==> src/rtl/gearbox_pkg.sv <==
package gearbox_pkg;

  // receive gearing modes
  typedef enum logic [1:0] {
    MODE_X5_CENTRED = 2'h0,
    MODE_X5_ALIGNED = 2'h1,
    MODE_X71        = 2'h2,
    MODE_X4_MIPI    = 2'h3
  } mode_e;

  // startup sync states, gray along the path
  typedef enum logic [2:0] {
    SYNC_IDLE  = 3'h0,
    SYNC_STOP  = 3'h1,
    SYNC_RESET = 3'h3,
    SYNC_START = 3'h2,
    SYNC_READY = 3'h6
  } sync_e;

  // delay-lock update sequencer states
  typedef enum logic [1:0] {
    DLL_WAIT    = 2'h0,
    DLL_UPDATE  = 2'h1,
    DLL_RELEASE = 2'h3,
    DLL_RUN     = 2'h2
  } dll_e;

  localparam int LANES    = 2;
  localparam int MAX_GEAR = 7;
  localparam int WORD_W   = LANES * MAX_GEAR;
  localparam int TAP_W    = 4;
  localparam int TAP_N    = 16;

  // register offsets
  localparam logic [7:0] REG_CTRL   = 8'h00;
  localparam logic [7:0] REG_DELAY  = 8'h04;
  localparam logic [7:0] REG_DSTEP  = 8'h08;
  localparam logic [7:0] REG_MARGIN = 8'h0C;
  localparam logic [7:0] REG_PHASE  = 8'h10;
  localparam logic [7:0] REG_STATUS = 8'h14;
  localparam logic [7:0] REG_WORD   = 8'h18;

  // control field positions
  localparam int CTRL_MODE_LO   = 0;
  localparam int CTRL_STOPALIGN = 2;
  localparam int CTRL_DYNDELAY  = 3;
  localparam int CTRL_WALIGN    = 4;
  localparam int CTRL_MARGIN    = 5;
  localparam logic [5:0] CTRL_RESET = 6'h00;

  // fixed delay taps per interface type
  localparam logic [3:0] TAP_X5_CENTRED = 4'h3;
  localparam logic [3:0] TAP_X5_ALIGNED = 4'h1;
  localparam logic [3:0] TAP_X71        = 4'h2;
  localparam logic [3:0] TAP_X4_MIPI    = 4'h4;
  localparam logic [3:0] TAP_RESET      = 4'h0;

  // gearing ratios
  localparam logic [2:0] GEAR_X5  = 3'h5;
  localparam logic [2:0] GEAR_X4  = 3'h4;
  localparam logic [2:0] GEAR_X71 = 3'h7;

  // expected forwarded-clock word at the right boundary
  localparam logic [6:0] CLK_WORD_OK = 7'h63;

  // startup timing
  localparam int CLK_NS         = 10;
  localparam int STOP_NS        = 80;
  localparam int RESET_NS       = 40;
  localparam int START_NS       = 80;
  localparam int STOP_CYCLES    = (STOP_NS + CLK_NS - 1) / CLK_NS;
  localparam int RESET_CYCLES   = (RESET_NS + CLK_NS - 1) / CLK_NS;
  localparam int START_CYCLES   = (START_NS + CLK_NS - 1) / CLK_NS;
  localparam int SLIP_HOLD_WORDS = 3;

endpackage

==> src/rtl/delay_tap_line.sv <==
`timescale 1ns/1ns
// selectable tap delay of one bit stream
module delay_tap_line
  import gearbox_pkg::*;
(
  input  wire logic             clk,
  input  wire logic             rst,
  input  wire logic             din,
  input  wire logic [TAP_W-1:0] tap,
  output logic                  dout
);

  logic [TAP_N-1:0] line;
  wire              tapped = line[tap];

  // shift chain; tap 0 gives two cycles of delay
  always_ff @(posedge clk or posedge rst) begin
    if (rst) begin
      line <= '0;
      dout <= 1'b0;
    end else begin
      line <= {line[TAP_N-2:0], din};
      dout <= tapped;
    end
  end

endmodule // delay_tap_line

==> src/rtl/gearbox_ddr_receiver.sv <==
// Design decisions made here: the plain strobed port and the register offsets.
`timescale 1ns/1ns
// How it works
// - five-to-one mode shifts serial bits on edge clock, emits word every five bits
// - each data input passes a fixed delay before the capture register
// - software may step a dynamic delay that overrides the fixed value
// - delay value is chosen by interface type and gearing
// - aligned mode shifts clock by delay cell fed codes from the lock loop
// - optional margin offset trims the clock delay in aligned mode
// - seven-to-one mode uses a dynamic phase select for the sampling point
// - seven-to-one word clock is the edge clock divided over seven bits
// - a second deserialiser samples the forwarded clock into a 7-bit word
// - word aligner pulses slip until the 7-bit boundary matches
// - MIPI path uses four-to-one gearing with centred clock
// - startup engine runs on the free clock, held while its reset is high
// - output word is lanes times gearing bits, timed by byte clock
// - gate aligns clock while stop is high only if stop-align enabled
// - link-ready rises once divider and deserialisers are synchronised
module gearbox_ddr_receiver
  import gearbox_pkg::*;
(
  input  wire logic              clk,
  input  wire logic              rst,
  input  wire logic [LANES-1:0]  serIn,
  input  wire logic              fwdClkIn,
  input  wire logic              syncRstIn,
  input  wire logic              fastRxEnableIn,
  input  wire logic              dllLockIn,
  input  wire logic [TAP_W-1:0]  dllCodeIn,
  input  wire logic [7:0]        regAddr,
  input  wire logic [31:0]       regWdata,
  input  wire logic              regWr,
  input  wire logic              regRd,
  output logic [31:0]            regRdata,
  output logic [WORD_W-1:0]      fastRxWordOut,
  output logic                   wordValid,
  output logic                   byteClk,
  output logic                   linkReady,
  output logic                   edgeStop,
  output logic                   divReset,
  output logic                   dllFreeze,
  output logic                   dllUpdate,
  output logic                   wordSlip,
  output logic [TAP_W-1:0]       phaseSel
);

  localparam int PIN_W = LANES + 2;

  // decode helpers
  function automatic logic [2:0] gearOf(input logic [1:0] m);
    case (m)
      MODE_X71:     gearOf = GEAR_X71;
      MODE_X4_MIPI: gearOf = GEAR_X4;
      default:      gearOf = GEAR_X5;
    endcase
  endfunction

  function automatic logic [TAP_W-1:0] fixedTap(input logic [1:0] m);
    case (m)
      MODE_X5_ALIGNED: fixedTap = TAP_X5_ALIGNED;
      MODE_X71:        fixedTap = TAP_X71;
      MODE_X4_MIPI:    fixedTap = TAP_X4_MIPI;
      default:         fixedTap = TAP_X5_CENTRED;
    endcase
  endfunction

  // pin synchronisers: three flops, change taken when 2nd and 3rd agree
  logic [PIN_W-1:0] pinS1;
  logic [PIN_W-1:0] pinS2;
  logic [PIN_W-1:0] pinS3;
  logic [PIN_W-1:0] pinVal;
  wire  [PIN_W-1:0] pinRaw   = {syncRstIn, fwdClkIn, serIn};
  wire  [PIN_W-1:0] pinAgree = ~(pinS2 ^ pinS3);

  always_ff @(posedge clk or posedge rst) begin
    if (rst) begin
      pinS1  <= '0;
      pinS2  <= '0;
      pinS3  <= '0;
      pinVal <= '0;
    end else begin
      pinS1  <= pinRaw;
      pinS2  <= pinS1;
      pinS3  <= pinS2;
      pinVal <= (pinVal & ~pinAgree) | (pinS3 & pinAgree);
    end
  end

  wire [LANES-1:0] serSync  = pinVal[LANES-1:0];
  wire             fwdSync  = pinVal[LANES];
  wire             syncHold = pinVal[LANES+1];

  // control registers
  logic [5:0]       ctrl;
  logic [TAP_W-1:0] dynTap;
  logic [TAP_W-1:0] margin;
  logic [TAP_W-1:0] appliedCode;
  logic [7:0]       slipCount;
  logic             wordAligned;
  sync_e            syncState;
  dll_e             dllState;

  wire [1:0] mode        = ctrl[CTRL_MODE_LO +: 2];
  wire       stopAlignEn = ctrl[CTRL_STOPALIGN];
  wire       useDynDelay = ctrl[CTRL_DYNDELAY];
  wire       walignEn    = ctrl[CTRL_WALIGN];
  wire       marginEn    = ctrl[CTRL_MARGIN];
  wire       isAligned   = (mode == MODE_X5_ALIGNED);
  wire       isX71       = (mode == MODE_X71);

  // register bus decode
  wire selCtrl   = (regAddr == REG_CTRL);
  wire selDelay  = (regAddr == REG_DELAY);
  wire selDstep  = (regAddr == REG_DSTEP);
  wire selMargin = (regAddr == REG_MARGIN);
  wire selPhase  = (regAddr == REG_PHASE);
  wire selStatus = (regAddr == REG_STATUS);
  wire selWord   = (regAddr == REG_WORD);

  wire stepUp   = regWr && selDstep && regWdata[0] && (dynTap != '1);
  wire stepDown = regWr && selDstep && regWdata[1] && (dynTap != '0);

  wire [31:0] statusWord = {16'h0000, slipCount, 2'b00, syncState,
                            wordAligned, (dllState == DLL_RUN), linkReady};

  wire [31:0] next_regRdata =
      selCtrl   ? {26'h000_0000, ctrl} :
      selDelay  ? {28'h000_0000, dynTap} :
      selMargin ? {28'h000_0000, margin} :
      selPhase  ? {28'h000_0000, phaseSel} :
      selStatus ? statusWord :
      selWord   ? {{(32-WORD_W){1'b0}}, fastRxWordOut} :
                  32'h0000_0000;

  // register writes; delay step saturates at both ends
  always_ff @(posedge clk or posedge rst) begin
    if (rst) begin
      ctrl     <= CTRL_RESET;
      dynTap   <= TAP_RESET;
      margin   <= TAP_RESET;
      phaseSel <= TAP_RESET;
    end else begin
      if (regWr && selCtrl)   ctrl     <= regWdata[5:0];
      if (regWr && selMargin) margin   <= regWdata[TAP_W-1:0];
      if (regWr && selPhase)  phaseSel <= regWdata[TAP_W-1:0];
      if (regWr && selDelay)  dynTap   <= regWdata[TAP_W-1:0];
      else if (stepUp)        dynTap   <= dynTap + 1'b1;
      else if (stepDown)      dynTap   <= dynTap - 1'b1;
    end
  end

  // read data stands the cycle after the strobe only
  always_ff @(posedge clk or posedge rst) begin
    if (rst) regRdata <= '0;
    else     regRdata <= regRd ? next_regRdata : 32'h0000_0000;
  end

  // startup sync engine: stop gate, reset divider, restart, ready
  logic [3:0] syncCnt;
  sync_e      next_syncState;
  wire        syncDone = (syncCnt == 4'h0);

  always_comb begin
    next_syncState = syncState;
    case (syncState)
      SYNC_IDLE:  next_syncState = SYNC_STOP;
      SYNC_STOP:  if (syncDone) next_syncState = SYNC_RESET;
      SYNC_RESET: if (syncDone) next_syncState = SYNC_START;
      SYNC_START: if (syncDone) next_syncState = SYNC_READY;
      SYNC_READY: next_syncState = SYNC_READY;
      default:    next_syncState = SYNC_IDLE;
    endcase
  end

  wire [3:0] syncLoad =
      (next_syncState == SYNC_STOP)  ? 4'(STOP_CYCLES - 1) :
      (next_syncState == SYNC_RESET) ? 4'(RESET_CYCLES - 1) :
      (next_syncState == SYNC_START) ? 4'(START_CYCLES - 1) : 4'h0;

  // held in idle while the engine reset pin is high
  always_ff @(posedge clk or posedge rst) begin
    if (rst) begin
      syncState <= SYNC_IDLE;
      syncCnt   <= 4'h0;
    end else if (syncHold) begin
      syncState <= SYNC_IDLE;
      syncCnt   <= 4'h0;
    end else begin
      syncState <= next_syncState;
      syncCnt   <= (next_syncState != syncState) ? syncLoad :
                   (syncDone ? 4'h0 : syncCnt - 4'h1);
    end
  end

  // gate stop rises with the divider reset and is held past its release
  always_ff @(posedge clk or posedge rst) begin
    if (rst) begin
      edgeStop  <= 1'b1;
      divReset  <= 1'b1;
      linkReady <= 1'b0;
    end else begin
      edgeStop  <= (next_syncState != SYNC_READY) &&
                   (next_syncState != SYNC_START);
      divReset  <= (next_syncState == SYNC_IDLE) ||
                   (next_syncState == SYNC_STOP);
      linkReady <= (next_syncState == SYNC_READY) && !syncHold;
    end
  end

  // delay-lock sequencer: freeze until lock, apply code, release
  always_ff @(posedge clk or posedge rst) begin
    if (rst) begin
      dllState    <= DLL_WAIT;
      appliedCode <= TAP_RESET;
    end else begin
      case (dllState)
        DLL_WAIT:    if (dllLockIn) dllState <= DLL_UPDATE;
        DLL_UPDATE: begin
          appliedCode <= dllCodeIn;
          dllState    <= DLL_RELEASE;
        end
        DLL_RELEASE: dllState <= DLL_RUN;
        DLL_RUN: begin
          if (!dllLockIn) dllState <= DLL_WAIT;
          else appliedCode <= dllCodeIn;
        end
        default:     dllState <= DLL_WAIT;
      endcase
    end
  end

  assign dllFreeze = (dllState != DLL_RUN);
  assign dllUpdate = (dllState == DLL_UPDATE);

  // tap selection per interface type
  wire [TAP_W-1:0] baseTap = useDynDelay ? dynTap : fixedTap(mode);
  wire [TAP_W-1:0] dataTap = isX71 ? TAP_W'(baseTap + phaseSel) : baseTap;
  wire [TAP_W-1:0] trim    = marginEn ? margin : TAP_RESET;
  wire [TAP_W-1:0] clkTap  =
      isAligned ? TAP_W'(appliedCode + trim) :
      isX71     ? phaseSel : fixedTap(mode);

  logic [LANES-1:0] serDly;
  logic             fwdDly;

  // fixed or stepped delay ahead of each capture register
  for (genvar i = 0; i < LANES; i++) begin : g_lane_dly
    delay_tap_line u_dly (
      .clk  (clk),
      .rst  (rst),
      .din  (serSync[i]),
      .tap  (dataTap),
      .dout (serDly[i])
    );
  end

  delay_tap_line u_clk_dly (
    .clk  (clk),
    .rst  (rst),
    .din  (fwdSync),
    .tap  (clkTap),
    .dout (fwdDly)
  );

  // gear counter: divider reset or stop-align parks it at zero
  logic [2:0] bitCnt;
  wire  [2:0] gear      = gearOf(mode);
  wire        alignHold = edgeStop && stopAlignEn;
  wire        wordEnd   = (bitCnt == 3'(gear - 3'h1));
  wire        divHold   = divReset || alignHold;

  always_ff @(posedge clk or posedge rst) begin
    if (rst)            bitCnt <= 3'h0;
    else if (divHold)   bitCnt <= 3'h0;
    else if (wordSlip)  bitCnt <= bitCnt;
    else if (wordEnd)   bitCnt <= 3'h0;
    else                bitCnt <= bitCnt + 3'h1;
  end

  // deserialisers: data lanes and forwarded clock as data
  logic [MAX_GEAR-1:0] laneShift [LANES];
  logic [MAX_GEAR-1:0] clkShift;
  logic [MAX_GEAR-1:0] clkWord;

  always_ff @(posedge clk or posedge rst) begin
    if (rst) begin
      for (int i = 0; i < LANES; i++) laneShift[i] <= '0;
      clkShift <= '0;
    end else if (!divReset && !wordSlip) begin
      for (int i = 0; i < LANES; i++)
        laneShift[i] <= {laneShift[i][MAX_GEAR-2:0], serDly[i]};
      clkShift <= {clkShift[MAX_GEAR-2:0], fwdDly};
    end
  end

  // assemble lanes times gear bits, newest bit at bit zero
  logic [WORD_W-1:0] gathered;
  always_comb begin
    gathered = '0;
    for (int i = 0; i < LANES; i++)
      gathered[i*MAX_GEAR +: MAX_GEAR] =
        {laneShift[i][MAX_GEAR-2:0], serDly[i]} &
        MAX_GEAR'((8'h01 << gear) - 8'h01);
  end

  wire wordTake = wordEnd && !divHold && !wordSlip;
  wire deliver  = wordTake && linkReady && fastRxEnableIn;

  // word output and byte clock, both from flops
  always_ff @(posedge clk or posedge rst) begin
    if (rst) begin
      fastRxWordOut <= '0;
      wordValid     <= 1'b0;
      byteClk       <= 1'b0;
      clkWord       <= '0;
    end else begin
      wordValid <= deliver;
      byteClk   <= !divHold && (bitCnt < (gear >> 1));
      if (deliver) fastRxWordOut <= gathered;
      if (wordTake) clkWord <= {clkShift[MAX_GEAR-2:0], fwdDly};
    end
  end

  // word aligner: slip one bit, wait a few words, check again
  logic [1:0] holdWords;
  wire        clkMatch  = (clkWord == CLK_WORD_OK);
  wire        checkNow  = isX71 && walignEn && linkReady && wordTake &&
                          (holdWords == 2'h0);
  wire        next_slip = checkNow && !clkMatch;

  always_ff @(posedge clk or posedge rst) begin
    if (rst) begin
      wordSlip    <= 1'b0;
      holdWords   <= 2'h0;
      wordAligned <= 1'b0;
      slipCount   <= 8'h00;
    end else begin
      wordSlip <= next_slip;
      if (next_slip)
        holdWords <= 2'(SLIP_HOLD_WORDS);
      else if (wordTake && holdWords != 2'h0)
        holdWords <= holdWords - 2'h1;
      if (!linkReady || !walignEn || !isX71)
        wordAligned <= 1'b0;
      else if (checkNow)
        wordAligned <= clkMatch;
      if (!linkReady)
        slipCount <= 8'h00;
      else if (next_slip && slipCount != 8'hFF)
        slipCount <= slipCount + 8'h01;
    end
  end

endmodule // gearbox_ddr_receiver

==> config.mk <==
export PLATFORM = sky130hd
export DESIGN_NAME = gearbox_ddr_receiver
export DESIGN_NICKNAME = d
export VERILOG_FILES = /design/src/rtl/gearbox_pkg.sv /design/src/rtl/delay_tap_line.sv /design/src/rtl/gearbox_ddr_receiver.sv
export SDC_FILE = /design/constraint.sdc
export NUM_CORES = 1
export LEC_CHECK = 0
export BUFFER_PORTS_ARGS = -buffer_cell sky130_fd_sc_hd__buf_2
export CAP_MARGIN = 40
export CORE_UTILIZATION = 30
export CTS_BUF_LIST = sky130_fd_sc_hd__clkbuf_16
export DETAILED_ROUTE_END_ITERATION = 10
export GPL_ROUTABILITY_DRIVEN = 1
export REMOVE_ABC_BUFFERS = 1
export SLEW_MARGIN = 5
export SYNTH_ARGS = -nofsm -noshare
export SYNTH_HDL_FRONTEND = slang
export SYNTH_SLANG_ARGS = --single-unit
==> constraint.sdc <==
create_clock -name clk -period 6 [get_ports clk]
set_input_delay 0.9 -clock clk [delete_from_list [all_inputs] [get_ports clk]]
set_output_delay 0.9 -clock clk [all_outputs]
set_load 0.01 [all_outputs]
Word-level counts from Yosys, hierarchy flattened
Index checks and enable logic that the tools add are counted.
W data, S select, Z words.
{ "classes": {"n_addsub": 10, "n_mux": 49, "eq_ne": 33, "bitwise": 8, "reduce_logical": 51, "magnitude_cmp": 3, "shift": 1} }
{ "ops": {"columns": ["op", "n"], "rows": [
  ["$mux W16", 6],
  ["$mux W4", 12],
  ["$mux W3", 11],
  ["$logic_and A1 B1 Y1", 25],
  ["$eq A8 B5 Y1 const B", 3],
  ["$eq A8 B4 Y1 const B", 2],
  ["$mux W8", 2],
  ["$pmux W3 S5", 1],
  ["$and A7 B7 Y7", 2],
  ["$mux W14", 1],
  ["$bmux W1 S4", 3],
  ["$eq A3 B2 Y1 const B", 4],
  ["$lt A4 B5 Y1 const B", 2],
  ["$pmux W3 S3", 1],
  ["$add A4 B4 Y4", 2],
  ["$add A8 B1 Y8 const B", 1],
  ["$and A4 B4 Y4", 2],
  ["$eq A2 B2 Y1 const B", 4],
  ["$eq A8 B3 Y1 const B", 1],
  ["$logic_not A1 Y1", 8],
  ["$logic_not A8 Y1", 1],
  ["$mux W2", 4],
  ["$ne A2 B2 Y1 const B", 4],
  ["$ne A8 B8 Y1 const B", 1],
  ["33 further kinds", 52]
]} }
{ "word_totals": {"word_cells": 189, "register_bits": 173, "inputBits": 54} }

Depth between registers and ports, before layout
Gate-level depths: netlist of the first run.
{ "depth": {"depth_word": 12, "ltp_mapped": 12} }

Modules after synthesis
From an unflattened synthesis of the first run, not the netlist that was laid out.
{ "unflattened": {"hier_cells": 589, "area_unflattened_um2": 7443.4} }
{ "by_module_without_submodules": {"columns": ["module", "area_per_inst_um2", "seq_area_each_um2", "instances", "cells_each"], "rows": [
  ["gearbox_ddr_receiver", 5750.5, 3055.4, 1, 514],
  ["delay_tap_line", 564.3, 425.4, 3, 25]
]} }

Worst setup path after synthesis of the first run
No wires, ideal clock.
{ "synth_timing": {"path_type": "input to register", "from": "in regAddr[4]", "to": "reg dynTap[3]", "path_stages": 10, "n_path_buf": 0, "t_arrival_ns": 3.042, "setup_slack_ns": 2.881, "setup_ns": 0.077, "path_cell_list": "nor4_1 nand3_1 or3_1 ha_1 a21o_1 a21oi_1 o31a_1 o21ai_0 xor2_1 a21oi_1"} }
{ "synth_via": {"elab_chain_len": 6, "word_cells_on_any_way": 11, "cone_classes": "eq/ne: 2; mux: 2; reduce/logical: 7"} }
{ "synth_rtl": {"columns": ["item", "line_no", "text"], "rows": [
  ["start, declared", "gearbox_ddr_receiver.sv:30", "input wire logic [7:0] regAddr,"],
  ["$eq A8 B4 Y1", "gearbox_ddr_receiver.sv:114", "wire selDstep = (regAddr == REG_DSTEP);"],
  ["$logic_and A1 B1 Y1", "gearbox_ddr_receiver.sv:120, gearbox_ddr_receiver.sv:121", null],
  ["$logic_and A1 B1 Y1 (2 in a row)", "gearbox_ddr_receiver.sv:120", "wire stepUp = regWr && selDstep && regWdata[0] && (dynTap != '1);"],
  ["$mux W4", "gearbox_ddr_receiver.sv:147", "else if (stepUp) dynTap <= dynTap + 1'b1;"],
  ["$mux W4", "gearbox_ddr_receiver.sv:146", "if (regWr && selDelay) dynTap <= regWdata[TAP_W-1:0];"],
  ["end signal, assigned", "gearbox_ddr_receiver.sv:146", null],
  ["end signal, assigned", "gearbox_ddr_receiver.sv:147", null],
  ["end signal, assigned", "gearbox_ddr_receiver.sv:148", "else if (stepDown) dynTap <= dynTap - 1'b1;"],
  ["end, declared", "gearbox_ddr_receiver.sv:95", "logic [TAP_W-1:0] dynTap;"]
]} }
Several ways; a longest one is shown, not always the timed one.
A chain may end at the register's enable or synchronous reset.

Final worst setup path of the first run
Ends and elaborated chain as after synthesis.

==> flow_summary.json, run 1 <==
{
  "outcome": "complete, no violations",
  "power_density_nw_per_um2": 356,
  "drt_iter0_drc": 339,
  "relSlewSlack": 0.408,
  "rsz0062_at_grt": "no",
  "clkLatencyLatePin_ps": 430,
  "vias": 4931,
  "nNetsFinal": 759,
  "critPathRequiredTime_ps": 6350,
  "cp_data_arrival_time_ps": 3700,
  "yosysTopAreaCell": "dfrtp_1",
  "clockRootBuffer": "clkbuf_16",
  "dieArea_um2": 25500,
  "path_cells": "buf_2 -> nor4_1 -> nand3_1 -> or3_1 -> ha_1 -> a21o_1 -> a21oi_1 -> o31a_1 -> o21ai_0 -> xor2_1 -> a21oi_1",
  "critPathTopFamily": "simple AND/OR/NAND/NOR gates",
  "grt_pass1_wl_um": 26200,
  "area_growth_pct": 17.3,
  "clk_pin_slew_ps": 70,
  "die_h_um": 160,
  "worst-setup-path-type": "input port to flop",
  "synth_common_cells": "dfrtp_1 (171), nand2_1 (57), mux2_2 (52)",
  "tightest_slew_ps": 886,
  "power_frac_comb": 0.161,
  "syn_area_per_cell_um2": 12.1,
  "swShare": 0.277,
  "p_seq_frac": 0.472,
  "slew_viol_final": 0,
  "gp_congestion": 0.795,
  "grt_max_degree": 66,
  "initial_core_util": 0.306,
  "clkPwrFrac": 0.368,
  "maxClockFrequency_ghz": 0.298,
  "critical_path_buf_inv_count": 1,
  "post-place-cells": 994,
  "max-cap-violations": 0,
  "fin_skew_ps": 10.2,
  "async_reset_ff_frac": 1.00,
  "ir_drop_uv": 257,
  "final_hold_viol_count": 0,
  "coreArea_um2": 24400,
  "postCtsHoldBufs": 0,
  "first_pass_iters": 6,
  "cpPeakStageDelay_ps": 610,
  "fin_cells": 1026,
  "cts.path.max_buffers": 2,
  "yosysSeqAreaShare": 0.580,
  "cts_resized": 0,
  "vias_per_cell": 4.81,
  "drc": 0,
  "drive_gt1_frac": 0.259,
  "track_usage": 0.132,
  "io_buffer_count": 69,
  "row_count": 57,
  "ys_ff_latch": 173,
  "p_total_mw": 3.12,
  "period_minus_slack_ps": 3360,
  "synth_top_area_frac": 0.573,
  "grt_overflow": 0,
  "yosysWarnings": 0,
  "io_pins": 112,
  "p_leak_nw": 3.96,
  "ys.flop_type": "dfrtp_1",
  "grt_pass1_vias": 4886,
  "crit_top_cell": "a21oi_1",
  "synth_cell_type_count": 71,
  "numCtsBuffers": 17,
  "antenna_found_initial": 1,
  "p_int_mw": 2.25,
  "tritoncts": "yes",
  "period_share": 0.559,
  "hpwlAfterDp_um": 11200,
  "diodes": 0,
  "end_kind": "flop",
  "post_cts_buffers": 0,
  "clock-sinks": 173,
  "netlist_instances": 618,
  "tns_ps": 0,
  "wl_per_cell_um": 15.3,
  "synth-edff-count": 0,
  "fillers": 2393,
  "final_antenna_net_count": 0,
  "htree_levels": 4,
  "syn_area_um2": 7460,
  "critPathSlowestCell": "nor4_1",
  "p_sw_mw": 0.864,
  "start_kind": "input port",
  "yosysMostFrequentCell": "dfrtp_1",
  "synthTopCellsByArea": "dfrtp_1 (57%), mux2_2 (7.8%), nand2_1 (2.9%)",
  "wl_um": 15700,
  "worstHoldPathType": "flop to flop",
  "die_x_um": 160,
  "setup_viol": 0,
  "crit_fanout": 5
}
==> power groups by stage <==
stage / sequential (mW) / combinational (mW) / clock, mW
floorplan: 1.45 / 0.380 / 0
global placement: 1.49 / 0.476 / 0
detailed placement: 1.49 / 0.502 / 0
CTS: 1.47 / 0.506 / 1.17
global route: 1.50 / 0.560 / 1.23
finish: 1.47 / 0.501 / 1.15
==> worst paths after layout <==
check                      slack, ps                                    end                start  cells after the start
max                             2640                  dynTap[3]$_DFFE_PP0P_           regAddr[4]                     11
min                              350                     pinS2[0]$_DFF_PP0_   pinS1[0]$_DFF_PP0_                      0
max reg2reg                     2730           fastRxWordOut[2]$_DFFE_PP0P_  ctrl[1]$_DFFE_PP0P_                      5
min reg2reg                      350                     pinS2[0]$_DFF_PP0_   pinS1[0]$_DFF_PP0_                      0
max in group asynchronous       4460  g_lane_dly[1].u_dly.line[9]$_DFF_PP0_                  rst                      3
min in group asynchronous        470            u_clk_dly.line[0]$_DFF_PP0_                  rst                      2
==> registers in the layout, indices dropped and copies added, names as in the netlist, 6 cells and up, named ones only <==
name and flops:
laneShift 12, slipCount 8, clkWord 7, g_lane_dly.u_dly.line 32, regRdata 16, u_clk_dly.line 16, ctrl 6, fastRxWordOut 14
clkShift 6
==> stage by stage <==
stage	cell area [µm²]	utilization	hold WS [ps]	setup slack, ps
global placement	8100	0.332	335	2430
detailed placement	8140	0.334	335	2340
CTS	8760	0.359	350	2670
global route	8760	0.359	362	2450
floorplan	7300	-	331	415
finish	8760	0.359	348	2640
==> logic make-up after synthesis <==
group,count (synthesis),share of synthesized area
XOR/XNOR,13,0.0153
buffers and inverters,56,0.0375
flip-flops,173,0.580
adder cells (fa/ha/maj),20,0.0352
AO/OA/AOI/OAI,123,0.114
other,1,0.000502
AND/OR/NAND/NOR,163,0.109
multiplexers,69,0.108
==> per-layer routing <==
| layer | vias to the layer above | GRT usage | wire (µm) |
|---|---|---|---|
| met2 | 129 | 0.186 | 6660 |
| met4 | 0 | 0.0350 | 119 |
| met3 | 6 | 0.0447 | 973 |
| met5 | - | 0 | 0 |
| li1 | 2328 | - | - |
| met1 | 2468 | 0.192 | 7930 |
==> cell usage in the layout (no fill, tap or decap), types with 5 or more instances in the layout <==
cell type and instances:
xor2_1 5, clkbuf_16 17, or3_1 7, nor3_1 10, inv_1 15, and2_1 7, ha_1 13, a22oi_1 8
nor2b_1 6, mux2i_1 13, a21oi_1 34, nand2_1 57, a21o_1 5, conb_1 16, buf_2 69, nor2_1 35
mux2_2 52, and3_1 6, nand3_1 9, buf_4 6, dfrtp_1 171, o21ai_0 24, xnor2_1 8
==> layout make-up <==
cell class              instances  area (µm²)  share of cell area
well taps                     324         405              0.0463
flip-flops and latches        173        4330               0.495
inverters                      16        65.1             0.00743
clock buffers                  17         425              0.0486
clock inverters                15         188              0.0214
multi-input cells             404        2910               0.332
repair buffers                 77         433              0.0494
No activity file was read; power rests on OpenSTA's default activity.
==> inputs of run 2 (changes only) <==
Settings changed: ABC_AREA from default to 1.
Clock period 6 ns to 3 ns, I/O delays scaled along.
==> flow_summary.json, run 2 <==
{
  "period_minus_slack_ps": 2470,
  "cts_resized": 0,
  "drc": 0,
  "synth-edff-count": 0,
  "htree_levels": 4,
  "clock-sinks": 173,
  "reg_top3": "g_lane_dly.u_dly.line (32), regRdata (16), u_clk_dly.line (16)",
  "area_growth_pct": 16.3,
  "vias_per_cell": 4.59,
  "async_reset_ff_frac": 1.00,
  "vias": 6033,
  "track_usage": 0.145,
  "final_util": 0.360,
  "io_buffer_count": 69,
  "maxClockFrequency_ghz": 0.406,
  "fin_skew_ps": 8.98,
  "yosysMostFrequentCell": "nand2_1",
  "ys.flop_type": "dfrtp_1",
  "outcome": "complete, no violations",
  "p_leak_nw": 4.64,
  "end_kind": "flop",
  "clockRootBuffer": "clkbuf_16",
  "top_register": "g_lane_dly.u_dly.line",
  "post_cts_buffers": 0,
  "synth_cell_type_count": 44,
  "grt_overflow": 0,
  "drive_gt1_frac": 0.146,
  "worstHoldPathType": "input port to flop",
  "largest_reg_flops": 32,
  "numCtsBuffers": 17,
  "yosysSeqAreaShare": 0.549,
  "coreArea_um2": 25500,
  "synth_top_area_frac": 0.543,
  "drt_iter0_drc": 350,
  "row_count": 58,
  "syn_area_per_cell_um2": 8.88,
  "final_antenna_net_count": 0,
  "layout_common_cells": "nand2_1 (203), dfrtp_1 (171), inv_1 (140)",
  "relSlewSlack": 0.422,
  "tightest_slew_ps": 865,
  "cp_data_arrival_time_ps": 2780,
  "slew_viol_final": 0,
  "power_density_nw_per_um2": 644,
  "grt_max_degree": 81,
  "syn_area_um2": 7890,
  "dieArea_um2": 26900,
  "clkLatencyLatePin_ps": 430,
  "nNetsFinal": 1040,
  "setup_viol": 0,
  "ys_ff_latch": 173,
  "max-cap-violations": 0,
  "postCtsHoldBufs": 0,
  "gp_congestion": 0.847,
  "crit_fanout": 9,
  "hpwlAfterDp_um": 13500,
  "ir_drop_uv": 322,
  "io_pins": 112,
  "start_kind": "flop",
  "tritoncts": "yes",
  "period_share": 0.822,
  "first_pass_iters": 5,
  "antenna_found_initial": 2,
  "wl_per_cell_um": 13.9,
  "worst_slack_ps": 534,
  "rsz0062_at_grt": "no",
  "yosysWarnings": 0,
  "netlist_instances": 888,
  "synth_common_cells": "nand2_1 (203), dfrtp_1 (171), inv_1 (140)",
  "yosysTopAreaCell": "dfrtp_1",
  "final_common_cell": "nand2_1",
  "clk_pin_slew_ps": 70,
  "die_h_um": 164,
  "r2r_slack_ps": 530,
  "critPathRequiredTime_ps": 3320,
  "grt_pass1_vias": 5733,
  "detailedPlace.worstSlack_ps": 395,
  "final_hold_viol_count": 0,
  "grt_pass1_wl_um": 29800,
  "wl_um": 18200,
  "synthTopCellsByArea": "dfrtp_1 (54%), nand2_1 (9.7%), inv_1 (6.7%)",
  "initial_core_util": 0.310,
  "die_x_um": 164,
  "cts.path.max_buffers": 2,
  "worst-setup-path-type": "flop to flop"
}
-- run 2: changes by cell type in the layout (fill, tap and decap cells not counted), moves of 14 or more --
cell / delta
nand2_1: +146
inv_1: +125
nand3_1: +74
mux2_2: -43
nor2_1: +14
o21ai_0: +48
-- run 2: per-stage QoR --
step                power, mW  TNS, ps  instance area (µm²)  std cells  hold slack (ps)
floorplan                3.52  -366790                 7750        874              331
global placement         3.80        0                 8600       1281              332
detailed placement       3.83        0                 8600       1281              338
CTS                      5.96        0                 9160       1313              103
global route             6.24        0                 9160       1313              100
finish                   5.90        0                 9170       1315              118
-- run 2: cell type report --
| type | count | area, µm² |
|---|---|---|
| repair buffers | 77 | 430 |
| multi-input cells | 553 | 2860 |
| clock inverters | 15 | 136 |
| fillers | 2570 | 16300 |
| flip-flops and latches | 173 | 4330 |
| well taps | 330 | 413 |
| diodes | 2 | 5.00 |
| clock buffers | 17 | 425 |
| inverters | 148 | 563 |
-- run 2: metal layers --
layer	global-route usage	vias up	part of all wire
met3	0.0404	16	0.054
met5	0	-	0
met4	0.0412	0	0.015
met1	0.204	2905	0.48
li1	-	2985	-
met2	0.215	127	0.45
-- run 2: cells by family after synthesis --
kind of cell,Yosys count,synth area share
XOR/XNOR,9,0.0100
buffers and inverters,177,0.0949
AND/OR/NAND/NOR,382,0.217
other,1,0.000476
adder cells (fa/ha/maj),20,0.0333
flip-flops,173,0.549
multiplexers,9,0.0129
AO/OA/AOI/OAI,117,0.0817
-- run 2: final timing paths --
kind,startpoint,to,cells after the start
max reg2reg,ctrl[3]$_DFFE_PP0P_,g_lane_dly[1].u_dly.dout$_DFF_PP0_,10
max in group asynchronous,rst,appliedCode[2]$_DFFE_PP0P_,3
max,ctrl[3]$_DFFE_PP0P_,g_lane_dly[1].u_dly.dout$_DFF_PP0_,10
min reg2reg,pinS1[3]$_DFF_PP0_,pinS2[3]$_DFF_PP0_,0
min in group asynchronous,rst,pinS1[0]$_DFF_PP0_,2
min,fwdClkIn,pinS1[2]$_DFF_PP0_,1
-- run 2: worst max-delay path, stage by stage (launching register included) --
cell     delay, ps
dfrtp_1        480
o21ai_0        580
fa_1           530
inv_1           60
nand2_1         80
o21ai_4        140
inv_2          150
nand3_1        100
nand3_1         70
nand3_1         90
nand2_1         70
-- run 2: where the power goes --
part | leakage [nW] | switching [mW] | total (mW) | internal (mW)
registers | 2.16 | 0.199 | 2.84 | 2.64
clock network | 0.280 | 0.965 | 2.12 | 1.16
logic | 2.20 | 0.588 | 0.943 | 0.355
total | 4.64 | 1.75 | 5.90 | 4.15
